===== src/pkg/floppy_opt_map.svh =====
// offsets, reset values, codes and fixed values of the floppy option registers
`ifndef FLOPPY_OPT_MAP_SVH
`define FLOPPY_OPT_MAP_SVH
// ************************************************************
// register indices and byte addresses (byte address = 4 * index)
// ************************************************************
`define OPT_INDEX 8'hF1
`define TYPE_INDEX 8'hF2
`define STAT_INDEX 8'hF8
`define OPT_ADDR {2'b00, `OPT_INDEX, 2'b00}
`define TYPE_ADDR {2'b00, `TYPE_INDEX, 2'b00}
`define STAT_ADDR {2'b00, `STAT_INDEX, 2'b00}
// ************************************************************
// reset values
// ************************************************************
`define OPT_RESET 8'h00
`define TYPE_RESET 8'hFF
// ************************************************************
// density select codes and fixed values
// ************************************************************
`define DENS_FORCE_ONE 2'h2
`define DENS_FORCE_ZERO 2'h3
`define BOOT_DRIVE 2'h0
// ************************************************************
// AXI4-Lite response codes
// ************************************************************
`define RESP_OKAY 2'h0
`define RESP_SLVERR 2'h2
`endif


===== src/pkg/floppy_opt_pkg.sv =====
// types shared by the floppy option register bank
package floppy_opt_pkg;
   // one set of drive-side pins, all active low
   typedef struct packed {
      logic dsZeroN; // drive 0 selected when low
      logic dsOneN; // drive 1 selected when low
      logic protectN; // drive reports write protect when low
   } drive_pins_t;
   // write-protect / density option register layout
   typedef struct packed {
      logic [3:0] rsvdHi; // reads as zero
      logic [1:0] densSel; // density select override
      logic rsvd1; // reads as zero
      logic forceWp; // forced write protect
   } option_reg_t;
endpackage


===== src/core/floppy_drive_option_regs.sv =====
// floppy option register bank: write-protect merge, density override, drive types
//
// The AXI4-Lite interface to the registers was chosen for this implementation.
`include "floppy_opt_map.svh"
// Summary of operation
// - write protect from force, drive pin, global bit
// - forced protect also covers parallel-port drive interface
// - density codes 00/01 pass controller density through
// - code 10 forces one, 11 forces zero
// - drive type register, A low, B next
// - type register resets FF, upper pairs spare storage
// - drive zero is always the boot drive
// - option register resets to 00
// - only hard reset clears; soft reset ignored
module floppy_drive_option_regs (
   // clock and hard reset
   input wire logic clk_sys,
   input wire logic rst_n,
   // soft reset from the host, deliberately without effect here
   input wire logic softReset,
   // AXI4-Lite write address / data / response
   input wire logic [11:0] s_axi_awaddr,
   input wire logic s_axi_awvalid,
   output logic s_axi_awready,
   input wire logic [31:0] s_axi_wdata,
   input wire logic [3:0] s_axi_wstrb,
   input wire logic s_axi_wvalid,
   output logic s_axi_wready,
   output logic [1:0] s_axi_bresp,
   output logic s_axi_bvalid,
   input wire logic s_axi_bready,
   // AXI4-Lite read address / data
   input wire logic [11:0] s_axi_araddr,
   input wire logic s_axi_arvalid,
   output logic s_axi_arready,
   output logic [31:0] s_axi_rdata,
   output logic [1:0] s_axi_rresp,
   output logic s_axi_rvalid,
   input wire logic s_axi_rready,
   // drive pins: native interface and parallel-port routed interface
   input wire floppy_opt_pkg::drive_pins_t nativePins,
   input wire floppy_opt_pkg::drive_pins_t parPortPins,
   input wire logic parPortFdcSel,
   // controller core side
   input wire logic floppyProtectGlobal,
   input wire logic densityCore,
   output logic writeProtectToCore,
   output logic statusRegAWp,
   output logic densitySelectOut,
   output logic [1:0] bootDriveSel
);
   import floppy_opt_pkg::*;

   // ************************************************************
   // pin synchronisers
   // ************************************************************
   logic [5:0] pinRaw; // both pin sets, packed for the loop
   logic [5:0] sync1_ff; // first stage, read only by the second
   logic [5:0] sync2_ff; // safe to use
   assign pinRaw = {nativePins, parPortPins};
   genvar gi;
   generate
      for (gi = 0; gi < 6; gi++) begin : g_sync
         // two flops per pin; pins arrive from outside the clock domain
         always_ff @(posedge clk_sys or negedge rst_n) begin
            if (!rst_n) begin
               sync1_ff[gi] <= 1'b1;
               sync2_ff[gi] <= 1'b1;
            end else begin
               sync1_ff[gi] <= pinRaw[gi];
               sync2_ff[gi] <= sync1_ff[gi];
            end
         end
      end
   endgenerate
   drive_pins_t nativeSync; // synchronised native pins
   drive_pins_t parSync; // synchronised parallel-port pins
   drive_pins_t activePins; // set currently routed to the core
   assign nativeSync = sync2_ff[5:3];
   assign parSync = sync2_ff[2:0];
   // the force setting is applied after the mux, so both routes see it
   assign activePins = parPortFdcSel ? parSync : nativeSync;

   // ************************************************************
   // registers and AXI4-Lite slave state
   // ************************************************************
   option_reg_t opt_ff, nxt_opt; // forced protect and density select
   logic [7:0] type_ff, nxt_type; // drive types A and B, upper pairs spare
   logic awHeld_ff, nxt_awHeld; // write address taken, waiting for data
   logic [11:0] awAddr_ff, nxt_awAddr;
   logic wHeld_ff, nxt_wHeld; // write data taken, waiting for address
   logic [7:0] wByte_ff, nxt_wByte; // only the low lane is stored
   logic wLane_ff, nxt_wLane; // low byte strobe of the held data
   logic bvalid_ff, nxt_bvalid;
   logic [1:0] bresp_ff, nxt_bresp;
   logic rvalid_ff, nxt_rvalid;
   logic [31:0] rdata_ff, nxt_rdata;
   logic [1:0] rresp_ff, nxt_rresp;
   logic wp_ff, nxt_wp; // merged write protect
   logic dens_ff, nxt_dens; // density select to the drive
   logic wrDo; // write performed in this cycle
   logic wpCalc; // combinational merge, before the output flop

   // a new write is accepted only when no response is pending
   assign s_axi_awready = !awHeld_ff && !bvalid_ff;
   assign s_axi_wready = !wHeld_ff && !bvalid_ff;
   assign s_axi_arready = !rvalid_ff;
   assign wrDo = awHeld_ff && wHeld_ff && !bvalid_ff;
   // force only counts while a drive is selected; pin and global bit always count
   assign wpCalc = (!activePins.dsZeroN && opt_ff.forceWp) || (!activePins.dsOneN && opt_ff.forceWp)
                   || !activePins.protectN || floppyProtectGlobal;

   // next-state logic of the bus slave and the register file
   always_comb begin
      nxt_opt = opt_ff;
      nxt_type = type_ff;
      nxt_awHeld = awHeld_ff;
      nxt_awAddr = awAddr_ff;
      nxt_wHeld = wHeld_ff;
      nxt_wByte = wByte_ff;
      nxt_wLane = wLane_ff;
      nxt_bvalid = bvalid_ff;
      nxt_bresp = bresp_ff;
      nxt_rvalid = rvalid_ff;
      nxt_rdata = rdata_ff;
      nxt_rresp = rresp_ff;
      // soft reset is not looked at: contents survive it
      // address and data are taken in either order
      if (s_axi_awvalid && s_axi_awready) begin
         nxt_awHeld = 1'b1;
         nxt_awAddr = s_axi_awaddr;
      end
      if (s_axi_wvalid && s_axi_wready) begin
         nxt_wHeld = 1'b1;
         nxt_wByte = s_axi_wdata[7:0];
         nxt_wLane = s_axi_wstrb[0];
      end
      // perform the write once both halves are held
      if (wrDo) begin
         nxt_awHeld = 1'b0;
         nxt_wHeld = 1'b0;
         nxt_bvalid = 1'b1;
         nxt_bresp = `RESP_OKAY;
         case (awAddr_ff)
            `OPT_ADDR: begin
               // reserved bits are not stored
               if (wLane_ff) begin
                  nxt_opt = {4'h0, wByte_ff[3:2], 1'b0, wByte_ff[0]};
               end
            end
            `TYPE_ADDR: begin
               // all eight bits are storage, the upper pairs as spares
               if (wLane_ff) begin
                  nxt_type = wByte_ff;
               end
            end
            `STAT_ADDR: begin
               // read-only status, write ignored
               nxt_bresp = `RESP_OKAY;
            end
            default: begin
               nxt_bresp = `RESP_SLVERR;
            end
         endcase
      end else if (bvalid_ff && s_axi_bready) begin
         nxt_bvalid = 1'b0;
      end
      // read answers one cycle after the address is taken
      if (s_axi_arvalid && s_axi_arready) begin
         nxt_rvalid = 1'b1;
         nxt_rresp = `RESP_OKAY;
         case (s_axi_araddr)
            `OPT_ADDR: begin
               nxt_rdata = {24'h000000, opt_ff};
            end
            `TYPE_ADDR: begin
               nxt_rdata = {24'h000000, type_ff};
            end
            `STAT_ADDR: begin
               // live state: merged protect and the density actually driven
               nxt_rdata = {30'h0, wp_ff, dens_ff};
            end
            default: begin
               nxt_rdata = 32'h00000000;
               nxt_rresp = `RESP_SLVERR;
            end
         endcase
      end else if (rvalid_ff && s_axi_rready) begin
         nxt_rvalid = 1'b0;
      end
   end
   // next values of the drive-facing outputs
   always_comb begin
      nxt_wp = wpCalc;
      case (opt_ff.densSel)
         `DENS_FORCE_ONE: begin
            nxt_dens = 1'b1;
         end
         `DENS_FORCE_ZERO: begin
            nxt_dens = 1'b0;
         end
         default: begin
            // 00 and 01 both leave the controller in charge
            nxt_dens = densityCore;
         end
      endcase
   end
   // state registers; rst_n is the hard reset, the only one that clears them
   always_ff @(posedge clk_sys or negedge rst_n) begin
      if (!rst_n) begin
         opt_ff <= `OPT_RESET;
         type_ff <= `TYPE_RESET;
         awHeld_ff <= 1'b0;
         awAddr_ff <= 12'h000;
         wHeld_ff <= 1'b0;
         wByte_ff <= 8'h00;
         wLane_ff <= 1'b0;
         bvalid_ff <= 1'b0;
         bresp_ff <= `RESP_OKAY;
         rvalid_ff <= 1'b0;
         rdata_ff <= 32'h00000000;
         rresp_ff <= `RESP_OKAY;
         wp_ff <= 1'b0;
         dens_ff <= 1'b0;
      end else begin
         opt_ff <= nxt_opt;
         type_ff <= nxt_type;
         awHeld_ff <= nxt_awHeld;
         awAddr_ff <= nxt_awAddr;
         wHeld_ff <= nxt_wHeld;
         wByte_ff <= nxt_wByte;
         wLane_ff <= nxt_wLane;
         bvalid_ff <= nxt_bvalid;
         bresp_ff <= nxt_bresp;
         rvalid_ff <= nxt_rvalid;
         rdata_ff <= nxt_rdata;
         rresp_ff <= nxt_rresp;
         wp_ff <= nxt_wp;
         dens_ff <= nxt_dens;
      end
   end
   // ************************************************************
   // outputs
   // ************************************************************
   assign s_axi_bvalid = bvalid_ff;
   assign s_axi_bresp = bresp_ff;
   assign s_axi_rvalid = rvalid_ff;
   assign s_axi_rdata = rdata_ff;
   assign s_axi_rresp = rresp_ff;
   assign writeProtectToCore = wp_ff;
   assign statusRegAWp = wp_ff;
   assign densitySelectOut = dens_ff;
   // drive types never change which drive boots
   assign bootDriveSel = `BOOT_DRIVE;
endmodule // floppy_drive_option_regs


===== config.mk =====
export PLATFORM = sky130hd
export DESIGN_NAME = floppy_drive_option_regs
export DESIGN_NICKNAME = d
export VERILOG_FILES = /design/src/pkg/floppy_opt_pkg.sv /design/src/core/floppy_drive_option_regs.sv
export VERILOG_INCLUDE_DIRS = /design/src /design/src/pkg
export SDC_FILE = /design/constraint.sdc
export NUM_CORES = 1
export LEC_CHECK = 0
export BUFFER_PORTS_ARGS = -buffer_cell sky130_fd_sc_hd__buf_2
export CAP_MARGIN = 20
export CORE_MARGIN = 10
export CORE_UTILIZATION = 46
export CTS_CLUSTER_DIAMETER = 50
export DETAILED_ROUTE_END_ITERATION = 8
export HOLD_SLACK_MARGIN = 0.1
export MAX_ROUTING_LAYER = met4
export PLACE_DENSITY = 0.87
export SYNTH_ARGS = -nofsm -noshare
export SYNTH_HDL_FRONTEND = slang
export SYNTH_SLANG_ARGS = --single-unit

===== constraint.sdc =====
create_clock -name clk_sys -period 1.75 [get_ports clk_sys]
set_input_delay 0.0875 -clock clk_sys [delete_from_list [all_inputs] [get_ports clk_sys]]
set_output_delay 0.0875 -clock clk_sys [all_outputs]
set_load 0.02 [all_outputs]

==> flow_summary.yaml <==
run_status:
  status: "completed"
yosys:
  netlist_instances: 191
  postSynth.asyncResetShare: 1.000
  synth-edff-count: 0
  synth_cell_types: 40
  ys.flop_type: "dfrtp_1"
  synth_seq_cells: 60
  syn_area_per_cell_um2: 13.46
  yosysSeqAreaShare: 0.5937
  ys_warn_count: 0
  synth_area_mm2: 0.002571
layout:
  area_growth_pct: 35.09
  final_layout_size_suffix_gt1_frac: 0.4682
  fillers: 438
  utilization: 0.6347
  nets: 386
  final_cell_area_mm2: 0.003473
  final_cell_count_no_fill: 386
  num_antenna_cells: 0
clock_tree:
  clock-root-buffer: "clkbuf_8"
  path_clk_slew_ns: 0.07
  numCtsBuffers: 9
  cts_buffer_depth: 2
  clock_latency_ns: 0.33
  htreeDepth: 3
  cts_tree: "built"
  cts_sinks: 60
floorplan:
  die_y_um: 94.77
  rows: 27
  dieArea_mm2: 0.008980
  initial_utilization: 0.4698
  die_w_um: 94.77
  io_pins: 123
  core_area_mm2: 0.005473
critical_path:
  rr_endpoint: "type_ff[7]"
  path_buf_inv: 1
  slowest_stage: "or3_4"
  endpoint_kind: "register"
  r2r_start: "awAddr_ff[1]"
  worstPathRequired_ns: 2.01
  ff2ff_path_depth: 5
  path_cells: "or3_4 -> nor4_4 -> buf_4 -> nand4b_4 -> mux2_4"
  crit_fanout: 8
  crit_arrival_ns: 1.99
  worst_setup_path_start_kind: "register"
  max_stage_delay_ns: 0.40
  crit_type: "register to register"
  endpoint: "type_ff[7]"
  crit_start: "awAddr_ff[1]"
  rrSetupSlack_ns: 0.01
  worst_path_dominant_cell_family: "simple AND/OR/NAND/NOR gates"
  path_depth: 5
grt:
  first_global_vias: 1849
  antenna_found_initial: 0
  grt_max_degree: 26
  grt_pass1_wl_mm: 9.101
  grtUsageTotal: 0.1342
  overflow: 0
route:
  drt_wl_total_mm: 5.787
  first_iter_violations: 49
  ant_nets: 0
  firstDrtPassIters: 4
  route.detailed.drc: 0
  vias: 1794
  via_per_inst: 4.648
  post_drt_wl_per_cell_um: 14.99
timing:
  slew_headroom: 0.6560
  tightest_slew_ns: 0.5160
  slew_violations: 0
  rsz0062_at_grt: "yes"
  setup_slack_ns: 0.01178
  fin_crit_sh: 0.9933
  hold_viol: 0
  finalSetupViolations: 0
  fmax_mhz: 575.3
  fin_skew_ns: 0.01429
  min_period_ns: 1.738
pwr:
  power_density_mw_per_mm2: 1159
  static-leakage-power_nw: 1.687
  ir_drop_mv: 0.8294
worst_hold_path:
  hold_class: "input pin to register"
placement:
  placed_area_mm2: 0.002907
  io_buffers: 66
  hpwlAfterDp_mm: 4.075
  dp_cells: 330
  dp_slack_ns: -0.002777
  routabilityCongestion: 0.8129
run:
  maxCapViolCount: 0
## cells by family (layout without fill, tap and decap cells)
group | Yosys count | after routing | share of synthesized area
simple gates | 35 | 35 | 0.09198
xor+xnor | 1 | 1 | 0.003407
mux | 33 | 33 | 0.1440
other cells | 1 | 28 | 0.001458
flops | 60 | 60 | 0.5937
buf+inv | 36 | 132 | 0.09586
compound gates | 25 | 25 | 0.06959
## stage by stage
step	power [mW]	hold slack (ns)	TNS, ns
global route	4.276	0.1432	-0.4800
detailed placement	2.882	0.08384	-0.004966
global placement	2.808	0.07027	0
finish	4.026	0.1217	0
floorplan	2.612	-0.2081	0
CTS	4.033	0.1229	0
## synth_stat cells, drive strengths merged, types with 2 or more instances
cell	n	area, um2
nand2	13	48.80
o21ai	6	30.03
a22oi	3	22.52
nand4b	2	32.53
o31ai	3	22.52
mux2	32	360.4
nor2b	3	18.77
nor2	3	11.26
a21oi	2	10.01
buf	31	227.7
dfstp	20	525.5
nand4	2	12.51
nor3b	2	20.02
a22o	4	35.03
dfrtp	40	1001
inv	4	15.01
## layer usage
metal / vias up / GRT usage / part of all wire
li1: 847 / - / -
met1: 855 / 0.1415 / 0.38
met2: 83 / 0.2174 / 0.47
met3: 9 / 0.05393 / 0.13
met4: 0 / 0.05985 / 0.017
met5: - / - / 0
## registers in the layout (all words and copies together) (netlist names)
name and flops:
s_axi_bresp 1, s_axi_rdata 8, s_axi_bvalid 1, parSync 3
densitySelectOut 1, statusRegAWp 1, wByte_ff 8, awAddr_ff 12
s_axi_rresp 1, wHeld_ff 1, opt_ff 3, type_ff 8
nativeSync 3, wLane_ff 1, awHeld_ff 1, sync1_ff 6
s_axi_rvalid 1
## layout by cell type, fill, tap and decap left out, types with 3 or more instances in the layout
cell type / instances
o21ai_0: 6
a22o_1: 4
conb_1: 28
dfrtp_1: 40
nor2b_1: 3
a22oi_1: 3
dfstp_2: 20
buf_2: 66
inv_1: 4
clkinv_2: 4
nand2_1: 13
dlygate4sd3_1: 36
nor2_1: 3
clkbuf_8: 10
mux2_2: 30
buf_4: 10
o31ai_1: 3
## report_power, final
part	internal (mW)	switching (mW)	total, mW
Combinational	0.545	0.462	1.01
Clock	0.542	0.538	1.08
Sequential	1.72	0.220	1.94
Total	2.81	1.22	4.03
## how the worst min path moves through the flow
stage,startpoint,to,cells after the start
floorplan,rst_n,awAddr_ff[0],0
global placement,rst_n,awAddr_ff[4],1
detailed placement,rst_n,awAddr_ff[10],1
CTS,s_axi_awvalid,awHeld_ff,3
global route,s_axi_awvalid,awHeld_ff,3
finish,s_axi_awvalid,awHeld_ff,3
## worst min-delay path, stage by stage
cell and delay, ns:
buf_2 0.07, nor2b_1 0.14, o21a_1 0.12
## timing repair
| item | CTS | global route |
|---|---|---|
| pin swaps | 0 | 2 |
| endpoints found under the hold margin | 57 | 0 |
| endpoints found under the setup margin | 2 | 9 |
| hold buffers | 36 | 0 |
| resized for setup | 1 | 1 |
| buffers inserted | 2 | 2 |
## cell type report
| cell class | instances | area (um2) | area share |
|---|---|---|---|
| Clock inverter | 5 | 27.53 | 0.007925 |
| Tap cell | 72 | 90.09 | 0.02594 |
| Clock buffer | 11 | 141.4 | 0.04071 |
| Timing Repair Buffer | 112 | 765.7 | 0.2205 |
| Sequential cell | 60 | 1526 | 0.4395 |
| Multi-Input combinational cell | 122 | 907.1 | 0.2612 |
| Inverter | 4 | 15.01 | 0.004323 |
(Power assumes the default switching activity.)
